===== config.mk =====
export PLATFORM = sky130hd
export DESIGN_NAME = ceu_state
export DESIGN_NICKNAME = d
export VERILOG_FILES = /design/src/rtl/ceu_pkg.sv /design/src/rtl/ceu_state.sv
export SDC_FILE = /design/constraint.sdc
export NUM_CORES = 1
export LEC_CHECK = 0
export BUFFER_PORTS_ARGS = -buffer_cell sky130_fd_sc_hd__buf_2
export CORE_AREA = 2 2 202 204
export CTS_CLUSTER_SIZE = 30
export DETAILED_ROUTE_END_ITERATION = 7
export DIE_AREA = 0 0 204 206
export GPL_ROUTABILITY_DRIVEN = 1
export PLACE_DENSITY = 0.68
export SLEW_MARGIN = 20
export SYNTH_ARGS = -nofsm -noshare
export SYNTH_HDL_FRONTEND = slang
export SYNTH_SLANG_ARGS = --single-unit

===== constraint.sdc =====
create_clock -name mclk -period 9.4 [get_ports mclk]
set_input_delay 0.94 -clock mclk [delete_from_list [all_inputs] [get_ports mclk]]
set_output_delay 0.94 -clock mclk [all_outputs]
set_load 0.005 [all_outputs]

===== src/rtl/ceu_pkg.sv =====
// Purpose: shared constants and carriers of the execution unit state
// Assumes: AXI4-Lite register window of 256 bytes
// Notes: none
package ceu_pkg;
	localparam logic [7:0] ADDR_PSW = 8'h00;
	localparam logic [7:0] ADDR_AGEN = 8'h04;
	localparam logic [2:0] ADDR_GPR_HI = 3'h1;
	localparam logic [3:0] ADDR_SEG_HI = 4'h4;
	localparam logic [15:0] CS_RST = 16'hFFFF;
	localparam logic [15:0] DS_RST = 16'h0000;
	localparam logic [15:0] SS_RST = 16'h0000;
	localparam logic [15:0] ES_RST = 16'h0000;
	localparam logic [15:0] IP_RST = 16'h0000;
	localparam logic [15:0] PSW_RST = 16'h0000;
	localparam logic [15:0] PSW_MASK = 16'h0FD5;
	localparam logic [19:0] FETCH_RST = 20'hFFFF0;
	localparam int OF_BIT = 11;
	localparam int DF_BIT = 10;
	localparam int IF_BIT = 9;
	localparam int TF_BIT = 8;
	localparam int SF_BIT = 7;
	localparam int ZF_BIT = 6;
	localparam int AF_BIT = 4;
	localparam int PF_BIT = 2;
	localparam int CF_BIT = 0;
	localparam logic [2:0] IDX_CNT = 3'h1;
	localparam logic [2:0] IDX_DAT = 3'h2;
	localparam logic [2:0] IDX_SRC = 3'h6;
	localparam logic [2:0] IDX_DST = 3'h7;
	localparam logic [1:0] RESP_OK = 2'h0;
	localparam logic [1:0] RESP_ERR = 2'h2;
	typedef enum logic [1:0] {SEG_ES, SEG_CS, SEG_SS, SEG_DS} ceu_seg_t;
	typedef struct packed {
		logic valid;
		logic word;
		logic [15:0] res;
		logic cy;
		logic ac;
		logic ov;
	} ceu_alu_t;
	typedef struct packed {
		logic valid;
		logic byte_op;
		logic [2:0] idx;
		logic [15:0] data;
	} ceu_gw_t;
	typedef struct packed {
		logic valid;
		ceu_seg_t seg;
		logic [15:0] off;
	} ceu_agen_t;
endpackage


===== src/rtl/ceu_state.sv =====
// Purpose: architectural state of the execution unit
// Assumes: sequencer and bus unit on mclk; AXI4-Lite for software
// Notes: register outputs straight from flip-flops
//
// Implementation choices: the placing of the registers and the AXI4-Lite register port.
`timescale 1ns/1ps
module ceu_state (
	input wire logic mclk,
	input wire logic rst,
	input wire logic [7:0] s_axi_awaddr,
	input wire logic s_axi_awvalid,
	output logic s_axi_awready,
	input wire logic [31:0] s_axi_wdata,
	input wire logic [3:0] s_axi_wstrb,
	input wire logic s_axi_wvalid,
	output logic s_axi_wready,
	output logic [1:0] s_axi_bresp,
	output logic s_axi_bvalid,
	input wire logic s_axi_bready,
	input wire logic [7:0] s_axi_araddr,
	input wire logic s_axi_arvalid,
	output logic s_axi_arready,
	output logic [31:0] s_axi_rdata,
	output logic [1:0] s_axi_rresp,
	output logic s_axi_rvalid,
	input wire logic s_axi_rready,
	input wire ceu_pkg::ceu_gw_t gpr_wr,
	input wire ceu_pkg::ceu_alu_t alu,
	input wire logic psw_load_valid,
	input wire logic [15:0] psw_load_data,
	input wire logic seg_wr_valid,
	input wire ceu_pkg::ceu_seg_t seg_wr_sel,
	input wire logic [15:0] seg_wr_data,
	input wire logic ip_load_valid,
	input wire logic [15:0] ip_load_data,
	input wire logic str_step,
	input wire logic str_word,
	input wire logic instr_done,
	input wire logic int_req,
	input wire ceu_pkg::ceu_agen_t agen,
	output logic [7:0][15:0] gpr,
	output logic [15:0] io_port_addr,
	output logic [7:0] shift_count,
	output logic [15:0] loop_count,
	output logic [3:0][15:0] seg,
	output logic [15:0] ip,
	output logic [15:0] psw,
	output logic [19:0] fetch_addr,
	output logic [19:0] phys_addr,
	output logic phys_valid,
	output logic int_ack,
	output logic trace_trap
);
	logic [7:0][15:0] next_gpr;
	logic [3:0][15:0] next_seg;
	logic [15:0] next_ip, next_psw;
	logic [19:0] next_fetch, next_phys;
	logic next_phys_valid, next_int_ack, next_trap;
	logic aw_hold, w_hold, next_aw_hold, next_w_hold;
	logic [7:0] aw_addr, next_aw_addr;
	logic [15:0] w_data, next_w_data;
	logic [1:0] w_strb, next_w_strb;
	logic next_awready, next_wready, next_bvalid, next_arready, next_rvalid;
	logic [1:0] next_bresp, next_rresp;
	logic [31:0] next_rdata;
	logic do_wr;
	logic [15:0] step;

	function automatic logic [19:0] phys(input logic [15:0] s,
		input logic [15:0] o);
		phys = {s, 4'h0} + {4'h0, o};
	endfunction

	function automatic logic rd_hit(input logic [7:0] a);
		rd_hit = a == ceu_pkg::ADDR_PSW || a == ceu_pkg::ADDR_AGEN ||
			a[7:5] == ceu_pkg::ADDR_GPR_HI ||
			a[7:4] == ceu_pkg::ADDR_SEG_HI;
	endfunction

	// general and segment registers
	always_comb begin
		next_gpr = gpr;
		step = str_word ? 16'h0002 : 16'h0001;
		if (str_step) begin
			// index registers move by item size per direction flag
			if (psw[ceu_pkg::DF_BIT]) begin
				next_gpr[ceu_pkg::IDX_SRC] = gpr[ceu_pkg::IDX_SRC] + step;
				next_gpr[ceu_pkg::IDX_DST] = gpr[ceu_pkg::IDX_DST] + step;
			end else begin
				next_gpr[ceu_pkg::IDX_SRC] = gpr[ceu_pkg::IDX_SRC] - step;
				next_gpr[ceu_pkg::IDX_DST] = gpr[ceu_pkg::IDX_DST] - step;
			end
		end
		if (gpr_wr.valid) begin
			if (!gpr_wr.byte_op) begin
				next_gpr[gpr_wr.idx] = gpr_wr.data;
			end else if (gpr_wr.idx[2]) begin
				// byte codes 4..7 are the high halves of words 0..3
				next_gpr[{1'b0, gpr_wr.idx[1:0]}][15:8] = gpr_wr.data[7:0];
			end else begin
				next_gpr[gpr_wr.idx][7:0] = gpr_wr.data[7:0];
			end
		end
		next_seg = seg;
		if (seg_wr_valid) begin
			next_seg[seg_wr_sel] = seg_wr_data;
		end
		// pointer moves only on bus unit load
		next_ip = ip_load_valid ? ip_load_data : ip;
		next_fetch = phys(next_seg[ceu_pkg::SEG_CS], next_ip);
	end

	always_ff @(posedge mclk) begin
		if (rst) begin
			gpr <= '0;
			seg[ceu_pkg::SEG_CS] <= ceu_pkg::CS_RST;
			seg[ceu_pkg::SEG_DS] <= ceu_pkg::DS_RST;
			seg[ceu_pkg::SEG_SS] <= ceu_pkg::SS_RST;
			seg[ceu_pkg::SEG_ES] <= ceu_pkg::ES_RST;
			ip <= ceu_pkg::IP_RST;
			fetch_addr <= ceu_pkg::FETCH_RST;
		end else begin
			gpr <= next_gpr;
			seg <= next_seg;
			ip <= next_ip;
			fetch_addr <= next_fetch;
		end
	end

	// role views of the general registers
	always_ff @(posedge mclk) begin
		if (rst) begin
			io_port_addr <= '0;
			shift_count <= '0;
			loop_count <= '0;
		end else begin
			io_port_addr <= next_gpr[ceu_pkg::IDX_DAT];
			shift_count <= next_gpr[ceu_pkg::IDX_CNT][7:0];
			loop_count <= next_gpr[ceu_pkg::IDX_CNT];
		end
	end

	// status word: load beats ALU, ALU beats software
	always_comb begin
		next_psw = psw;
		if (do_wr && aw_addr == ceu_pkg::ADDR_PSW) begin
			if (w_strb[0]) begin
				next_psw[7:0] = w_data[7:0];
			end
			if (w_strb[1]) begin
				next_psw[15:8] = w_data[15:8];
			end
		end
		if (alu.valid) begin
			next_psw[ceu_pkg::OF_BIT] = alu.ov;
			next_psw[ceu_pkg::SF_BIT] = alu.word ? alu.res[15]
				: alu.res[7];
			next_psw[ceu_pkg::ZF_BIT] = alu.word ? alu.res == 16'h0000
				: alu.res[7:0] == 8'h00;
			next_psw[ceu_pkg::AF_BIT] = alu.ac;
			next_psw[ceu_pkg::PF_BIT] = ~^alu.res[7:0];
			next_psw[ceu_pkg::CF_BIT] = alu.cy;
		end
		if (psw_load_valid) begin
			next_psw = psw_load_data;
		end
		next_psw = next_psw & ceu_pkg::PSW_MASK;
		// trap uses the flag before this instruction's own load
		next_trap = instr_done && psw[ceu_pkg::TF_BIT];
		next_int_ack = int_req && psw[ceu_pkg::IF_BIT];
		next_phys_valid = agen.valid;
		next_phys = agen.valid ? phys(seg[agen.seg], agen.off)
			: phys_addr;
	end

	always_ff @(posedge mclk) begin
		if (rst) begin
			psw <= ceu_pkg::PSW_RST;
			trace_trap <= 1'b0;
			int_ack <= 1'b0;
			phys_valid <= 1'b0;
			phys_addr <= '0;
		end else begin
			psw <= next_psw;
			trace_trap <= next_trap;
			int_ack <= next_int_ack;
			phys_valid <= next_phys_valid;
			phys_addr <= next_phys;
		end
	end

	// AXI4-Lite slave
	assign do_wr = aw_hold && w_hold && !s_axi_bvalid;

	always_comb begin
		next_aw_hold = aw_hold;
		next_aw_addr = aw_addr;
		next_w_hold = w_hold;
		next_w_data = w_data;
		next_w_strb = w_strb;
		next_bvalid = s_axi_bvalid;
		next_bresp = s_axi_bresp;
		if (s_axi_awvalid && s_axi_awready) begin
			next_aw_hold = 1'b1;
			next_aw_addr = s_axi_awaddr;
		end
		if (s_axi_wvalid && s_axi_wready) begin
			next_w_hold = 1'b1;
			next_w_data = s_axi_wdata[15:0];
			next_w_strb = s_axi_wstrb[1:0];
		end
		if (s_axi_bvalid && s_axi_bready) begin
			next_bvalid = 1'b0;
		end
		if (do_wr) begin
			next_aw_hold = 1'b0;
			next_w_hold = 1'b0;
			next_bvalid = 1'b1;
			// only the status word is writable
			next_bresp = aw_addr == ceu_pkg::ADDR_PSW ? ceu_pkg::RESP_OK
				: ceu_pkg::RESP_ERR;
		end
		next_awready = !next_aw_hold;
		next_wready = !next_w_hold;
		next_rvalid = s_axi_rvalid;
		next_rdata = s_axi_rdata;
		next_rresp = s_axi_rresp;
		if (s_axi_rvalid && s_axi_rready) begin
			next_rvalid = 1'b0;
		end
		if (s_axi_arvalid && s_axi_arready) begin
			next_rvalid = 1'b1;
			next_rdata = '0;
			next_rresp = rd_hit(s_axi_araddr) ? ceu_pkg::RESP_OK
				: ceu_pkg::RESP_ERR;
			if (s_axi_araddr == ceu_pkg::ADDR_PSW) begin
				next_rdata[15:0] = psw;
			end else if (s_axi_araddr == ceu_pkg::ADDR_AGEN) begin
				next_rdata[19:0] = phys_addr;
			end else if (s_axi_araddr[7:5] == ceu_pkg::ADDR_GPR_HI) begin
				next_rdata[15:0] = gpr[s_axi_araddr[4:2]];
			end else if (s_axi_araddr[7:4] == ceu_pkg::ADDR_SEG_HI) begin
				next_rdata[15:0] = seg[s_axi_araddr[3:2]];
			end
		end
		next_arready = !next_rvalid;
	end

	always_ff @(posedge mclk) begin
		if (rst) begin
			aw_hold <= 1'b0;
			aw_addr <= '0;
			w_hold <= 1'b0;
			w_data <= '0;
			w_strb <= '0;
			s_axi_awready <= 1'b0;
			s_axi_wready <= 1'b0;
			s_axi_bvalid <= 1'b0;
			s_axi_bresp <= ceu_pkg::RESP_OK;
			s_axi_arready <= 1'b0;
			s_axi_rvalid <= 1'b0;
			s_axi_rdata <= '0;
			s_axi_rresp <= ceu_pkg::RESP_OK;
		end else begin
			aw_hold <= next_aw_hold;
			aw_addr <= next_aw_addr;
			w_hold <= next_w_hold;
			w_data <= next_w_data;
			w_strb <= next_w_strb;
			s_axi_awready <= next_awready;
			s_axi_wready <= next_wready;
			s_axi_bvalid <= next_bvalid;
			s_axi_bresp <= next_bresp;
			s_axi_arready <= next_arready;
			s_axi_rvalid <= next_rvalid;
			s_axi_rdata <= next_rdata;
			s_axi_rresp <= next_rresp;
		end
	end

	// segment picked by an address request, for the sum check
	logic [15:0] agen_seg_val;
	assign agen_seg_val = seg[agen.seg];
endmodule


==> flow_metrics.py, run 1 <==
metrics = {
    "timing": {
        "finalClockSkew_ps": 32.7,
        "rsz0062_at_grt": "no",
        "tightest_slew_ps": 1070,
        "whs_ps": 450,
        "min_period_over_period_pct": 41.9,
        "final.setup.tns_ps": 0,
        "drv_slew": 0,
        "relSlewSlack_pct": 28.7,
        "hold_viol": 0,
        "max_freq_ghz": 0.254,
        "min_period_ps": 3940,
        "setup_viol": 0,
    },
    "synthesis": {
        "post_synth_most_frequent_cells": "nand2_1, dfxtp_1, a21oi_1",
        "synth-seq-cells": 304,
        "synth.area.top_cells": "dfxtp_1, nand2_1, mux4_2, a21oi_1, ha_1",
        "async_reset_ff_share_pct": 0,
        "synth_area_per_cell_um2": 8.66,
        "yosys.area.top_type": "dfxtp_1",
        "synth_top_area_share_pct": 37.1,
        "synth_cells": 1896,
        "synth_area_um2": 16400,
        "synth_most_common_cell": "nand2_1",
        "synth_flop_cell": "dfxtp_1",
        "yosysUniqueCellTypes": 73,
        "yosys_warnings": 0,
        "synth_edf_count": 0,
        "yosysSeqAreaShare_pct": 37.1,
    },
    "hold_path": {
        "min_path_type": "flip-flop to flip-flop",
        "worst_hold_path.num_cells": 2,
    },
    "cts": {
        "cts.hold.buffers_added": 0,
        "clk_path_buf_depth": 3,
        "cts_setup_buffers": 0,
        "cts_tree": "yes",
        "cts_max_level": 2,
        "clkSinkCount": 304,
        "cts_buffers": 37,
        "cts_resized": 0,
        "root_buffer": "clkbuf_16",
        "path_clk_slew_ps": 60,
        "worst_skew_pair.late_latency_ps": 570,
    },
    "global_routing": {
        "grt_antenna_before_repair": 6,
        "gr-usage-all-layers_pct": 28.7,
        "overflow": 0,
        "grt_pass1_vias": 14847,
        "grt_pass1_wl_mm": 91.1,
        "grt_max_degree": 93,
    },
    "power": {
        "ir_worst_vdd_mv": 0.127,
        "pwr-share-comb_pct": 26.6,
        "p_int_mw": 2.82,
        "p_switching_mw": 1.32,
        "seq_power_share_pct": 36.2,
        "sw_frac_of_total_pct": 31.9,
        "power.leakage_nw": 8.89,
        "power.density_nw_per_um2": 207,
        "clock_power_share_pct": 37.1,
    },
    "die": {
        "fp.dieH_um": 206,
        "fp.dieW_um": 204,
        "start_util_pct": 40.9,
        "rows": 74,
        "die_area_um2": 42000,
        "num_io_pins": 525,
        "core_um2": 40200,
    },
    "drt": {
        "vias_per_cell": 5.63,
        "postRouteAntennaNets": 0,
        "wl_per_cell_um": 22.2,
        "drt_first_pass_iters": 8,
        "vias": 15934,
        "totalWireLength_mm": 62.8,
        "highest_layer": "met5",
        "drt-initial-drc-count": 1342,
        "wl_met2_mm": 28.7,
        "wl_met3_mm": 5.89,
        "wl_met1_mm": 25.5,
        "drc": 0,
    },
    "worst_setup_path": {
        "cp_max_fo": 18,
        "rr_worst_depth": 10,
        "cp.arrival_ps": 4370,
        "cp-end-kind": "flip-flop",
        "worstPathRequired_ps": 9840,
        "critPathLaunchType": "primary input",
        "path_delay_family": "compound AO/OA/AOI/OAI gates",
        "path_common_cell": "a21oi_1",
        "critPathBufInv": 1,
        "max_stage_delay_ps": 700,
        "critPathKind": "primary input to flip-flop",
        "critical_path.cell_chain": "buf_2, nand3b_1, mux2_2, ha_1, fa_1, a21o_1, a211o_1, a21oi_1, a21oi_1, a31oi_1, xor2_1, nand2_1",
        "path_depth": 12,
        "slowest_stage": "nand3b_1",
    },
    "run_status": {
        "status": "completed",
    },
    "final_layout": {
        "areaGrowthSynthToFinish_pct": 21.8,
        "final_cell_area_um2": 20000,
        "nNetsFinal": 2504,
        "drive_gt1_share_pct": 28.4,
        "utilization_pct": 49.8,
    },
    "flow_run": {
        "cap_viol_max_count": 0,
    },
    "place": {
        "place_area_um2": 18700,
        "portBuffers": 471,
        "place_hpwl_mm": 46.5,
        "place_congestion": 0.940,
    },
}
==> sequential cells by signal, indices dropped and copies added, names as in the netlist, 2 cells and up, named ones only <==
register	cells
aw_addr	8
fetch_addr	16
gpr	80
io_port_addr	16
ip	16
loop_count	16
phys_addr	20
psw	9
s_axi_rdata	20
seg	64
w_data	9
w_strb	2
==> area by class of cell <==
| type | instances | area (um2) |
|---|---|---|
| fill | 3837 | 20200 |
| multi-input combinational | 1404 | 9320 |
| sequential | 304 | 6090 |
| timing repair buffer | 487 | 2490 |
| clock buffer | 54 | 1110 |
| tap | 532 | 666 |
| clock inverter | 13 | 201 |
| inverter | 31 | 116 |
| antenna | 5 | 12.5 |
==> path summary, 6_finish.rpt <==
check / start / end / slack, ps
setup / recovery: seg_wr_sel[1] / fetch_addr[14] / 5460
hold / removal: s_axi_rdata[16] / s_axi_rdata[16] / 450
setup reg to reg: seg[16] / phys_addr[18] / 6130
hold reg to reg: s_axi_rdata[16] / s_axi_rdata[16] / 450
==> power by group through the flow <==
| stage | Clock (mW) | Combinational, mW | Sequential, mW |
|---|---|---|---|
| floorplan | 0 | 0.763 | 1.49 |
| global placement | 0 | 1.06 | 1.52 |
| detailed placement | 0 | 1.08 | 1.53 |
| CTS | 1.56 | 1.09 | 1.50 |
| global route | 1.61 | 1.21 | 1.51 |
| finish | 1.54 | 1.10 | 1.50 |
==> layout by cell type (no fill, tap or decap), types with 23 or more instances in the layout <==
cell / synthesis / final
nor3_1: 33 / 33
mux2_2: 39 / 39
a21o_1: 23 / 23
inv_1: 30 / 29
nor2_1: 164 / 164
xnor2_1: 29 / 29
buf_2: 11 / 469
mux2i_1: 54 / 54
clkbuf_16: 0 / 37
a211oi_1: 44 / 44
a21oi_1: 215 / 215
nand2b_1: 30 / 30
dfxtp_1: 304 / 304
mux4_2: 53 / 53
o21ai_0: 44 / 44
nand2_1: 344 / 343
ha_1: 58 / 58
nand3_1: 26 / 26
a222oi_1: 23 / 23
==> routing by layer <==
layer	track usage (%)	vias to the layer above
met5	0	-
met4	12.8	6
met3	6.65	146
met2	45.2	800
met1	37.5	7569
li1	-	7413
==> stage by stage <==
step | cells | power [mW] | setup slack [ps]
floorplan | 1916 | 2.25 | 5450
global placement | 2758 | 2.58 | 4910
detailed placement | 2758 | 2.60 | 4910
CTS | 2825 | 4.14 | 5500
global route | 2826 | 4.33 | 5240
finish | 2830 | 4.14 | 5460
==> tightest hold or removal path, stage by stage (launching register included) <==
cell,delay (ps)
dfxtp_1,310
nand2_1,50
a21oi_1,50
==> logic make-up after synthesis <==
logic type	Yosys count	synth area share (%)
other cells	1	0.0228
fa+ha+maj	62	4.91
compound gates	445	16.9
buf+inv	208	6.68
mux	151	14.0
flops	304	37.1
xor+xnor	43	2.29
simple gates	682	18.1
No activity file was read; power rests on OpenSTA's default activity.
==> inputs of run 2 (changes only) <==
--- a/config.mk
+++ b/config.mk
@@ -5,13 +5,14 @@
 export SDC_FILE = /design/constraint.sdc
 export NUM_CORES = 1
 export LEC_CHECK = 0
+export ABC_AREA = 1
 export BUFFER_PORTS_ARGS = -buffer_cell sky130_fd_sc_hd__buf_2
 export CORE_AREA = 2 2 202 204
 export CTS_CLUSTER_SIZE = 30
 export DETAILED_ROUTE_END_ITERATION = 7
 export DIE_AREA = 0 0 204 206
 export GPL_ROUTABILITY_DRIVEN = 1
-export PLACE_DENSITY = 0.68
+export PLACE_DENSITY = 0.71
 export SLEW_MARGIN = 20
 export SYNTH_ARGS = -nofsm -noshare
 export SYNTH_HDL_FRONTEND = slang
==> constraint.sdc (replaced) <==
create_clock -name mclk -period 4.05 [get_ports mclk]
set_input_delay 0.405 -clock mclk [delete_from_list [all_inputs] [get_ports mclk]]
set_output_delay 0.405 -clock mclk [all_outputs]
set_load 0.005 [all_outputs]
==> run 2 against run 1 <==
Effect of this change:
- synthesized cell count grew 38%
- hold slack worse by 360 ps
- largest cell class unchanged
- utilization grew 2.0 points
- highest routed layer unchanged
==> flow_metrics.py, run 2 <==
metrics = {
    "cts": {
        "cts_buffers": 36,
        "cts_max_level": 2,
        "cts_setup_buffers": 0,
        "cts_resized": 0,
        "clkSinkCount": 304,
        "cts.hold.buffers_added": 0,
        "cts_tree": "yes",
        "path_clk_slew_ps": 60,
        "clk_path_buf_depth": 3,
        "root_buffer": "clkbuf_16",
        "worst_skew_pair.late_latency_ps": 560,
    },
    "global_routing": {
        "grt_max_degree": 96,
        "grt_antenna_before_repair": 5,
        "overflow": 0,
        "grt_pass1_wl_mm": 107,
        "grt_pass1_vias": 17911,
        "gr-usage-all-layers_pct": 33.1,
    },
    "drt": {
        "totalWireLength_mm": 72.6,
        "wl_met2_mm": 32.4,
        "drt-initial-drc-count": 2076,
        "drc": 0,
        "drt_first_pass_iters": 8,
        "postRouteAntennaNets": 0,
        "wl_per_cell_um": 20.6,
        "vias": 19832,
        "highest_layer": "met5",
        "vias_per_cell": 5.62,
        "wl_met1_mm": 29.3,
        "wl_met3_mm": 6.98,
    },
    "synthesis": {
        "synth_area_per_cell_um2": 6.67,
        "synth_top_area_share_pct": 35.0,
        "synth.area.top_cells": "dfxtp_1, nand2_1, o21ai_0, a21oi_1, nor2_1",
        "yosysSeqAreaShare_pct": 35.0,
        "post_synth_most_frequent_cells": "nand2_1, o21ai_0, a21oi_1",
        "yosys_warnings": 0,
        "async_reset_ff_share_pct": 0,
        "synth-seq-cells": 304,
        "yosysUniqueCellTypes": 51,
        "synth_flop_cell": "dfxtp_1",
        "yosys.area.top_type": "dfxtp_1",
        "synth_most_common_cell": "nand2_1",
        "synth_edf_count": 0,
        "synth_cells": 2608,
        "synth_area_um2": 17400,
    },
    "worst_setup_path": {
        "critPathLaunchType": "flip-flop",
        "cp.arrival_ps": 3200,
        "path_common_cell": "nand2_1",
        "critical_path.cell_chain": "inv_1, nor2_1, inv_1, ha_1, nand2_1, o21ai_0, nand2_1, nand2_1, nor2_1, o21ai_0, a21oi_1",
        "slowest_stage": "dfxtp_1",
        "cp_max_fo": 14,
        "critPathKind": "flip-flop to flip-flop",
        "max_stage_delay_ps": 480,
        "cp-end-kind": "flip-flop",
        "worstPathRequired_ps": 4460,
    },
    "final_layout": {
        "areaGrowthSynthToFinish_pct": 19.4,
        "regMostFlops": "gpr",
        "layout_common_cells": "nand2_1, buf_2, o21ai_0",
        "largest_register_ffs": 80,
        "top_regs": "gpr x80, seg x64",
        "final_cells": 3526,
        "final_common_cell": "nand2_1",
        "nNetsFinal": 3208,
        "drive_gt1_share_pct": 19.7,
    },
    "die": {
        "die_area_um2": 42000,
        "core_um2": 40200,
        "fp.dieW_um": 204,
        "start_util_pct": 43.3,
        "rows": 74,
        "num_io_pins": 525,
        "fp.dieH_um": 206,
    },
    "timing": {
        "hold_viol": 0,
        "max_freq_ghz": 0.358,
        "relSlewSlack_pct": 29.2,
        "min_period_ps": 2800,
        "drv_slew": 0,
        "setup_viol": 0,
        "min_period_over_period_pct": 69.1,
        "tightest_slew_ps": 1060,
        "rsz0062_at_grt": "no",
        "finalClockSkew_ps": 22.5,
        "final.setup.tns_ps": 0,
    },
    "flow_run": {
        "cap_viol_max_count": 0,
    },
    "power": {
        "p_int_mw": 5.88,
        "seq_power_share_pct": 38.8,
        "power.density_nw_per_um2": 426,
        "ir_worst_vdd_mv": 0.296,
        "pwr-share-comb_pct": 24.9,
        "power.leakage_nw": 10.2,
        "sw_frac_of_total_pct": 33.6,
        "p_switching_mw": 2.97,
        "clock_power_share_pct": 36.3,
        "p_total_mw": 8.85,
    },
    "place": {
        "place_hpwl_mm": 53.8,
        "place_congestion": 0.984,
        "portBuffers": 471,
        "dp_cells": 3463,
    },
    "run_status": {
        "status": "completed",
    },
    "hold_path": {
        "min_path_type": "primary input to flip-flop",
    },
}
## run 2: cell count changes after synthesis, moves of 53 or more
cell / before / now
o21ai_0: 44 / 315
inv_1: 30 / 247
nand2_1: 344 / 494
nor2_1: 164 / 307
nand3_1: 26 / 131
a21oi_1: 215 / 313
mux2i_1: 54 / 1
mux4_2: 53 / 0
## run 2: metrics by stage
step / hold slack [ps] / setup WS [ps] / area (um2) / utilization [%]
2_1_floorplan: 430 / 1450 / 17500 / -
3_3_place_gp: 448 / 883 / 19600 / 48.9
3_5_place_dp: 460 / 892 / 19600 / 48.9
4_1_cts: 68.0 / 1300 / 20800 / 51.7
5_1_grt: 95.6 / 1080 / 20800 / 51.7
6_report: 86.5 / 1250 / 20800 / 51.7
## run 2: area by class of cell
| type | count | area [um2] |
|---|---|---|
| Inverter | 262 | 990 |
| Multi-Input combinational cell | 1873 | 9380 |
| Clock inverter | 4 | 47.5 |
| Tap cell | 532 | 666 |
| Fill cell | 4065 | 19400 |
| Antenna cell | 1 | 2.50 |
| Clock buffer | 58 | 1080 |
| Sequential cell | 304 | 6090 |
| Timing Repair Buffer | 492 | 2530 |
## run 2: power groups by stage
stage,clock [mW],combinational (mW),sequential [mW]
finish,3.22,2.20,3.43
global route,3.36,2.47,3.45
CTS,3.23,2.17,3.42
detailed placement,0,2.15,3.49
global placement,0,2.13,3.48
floorplan,0,1.43,3.42
## run 2: final timing paths
| path | from | to | slack [ps] | depth (start not counted) |
|---|---|---|---|---|
| max | psw[10] | gpr[119] | 1250 | 11 |
| min | int_req | int_ack | 90 | 3 |
| max reg2reg | psw[10] | gpr[119] | 1250 | 11 |
| min reg2reg | s_axi_rdata[15] | s_axi_rdata[15] | 470 | 2 |
## run 2: cells by family after synthesis
logic type / Yosys count / share of synthesized area, %
and+or+nand+nor: 1024 / 24.6
AOI/OAI and AO/OA: 747 / 23.2
buffers and inverters: 451 / 11.6
DFF: 304 / 35.0
adders and majority gates: 62 / 4.63
xor gates and xnor gates: 18 / 0.906
other: 1 / 0.0215
muxes: 1 / 0.0575
## run 2: critical path, delay by kind of cell (launching register included)
family,cells,cell delay [ps]
simple gates,5,790
compound gates,3,570
flops,1,480
buf+inv,2,500
fa+ha+maj,1,320
## run 2: metal layers
metal,up-vias,GRT usage (%)
li1,9364,-
met1,9146,42.9
met2,1106,52.4
met3,208,6.18
met4,8,17.6
met5,-,0
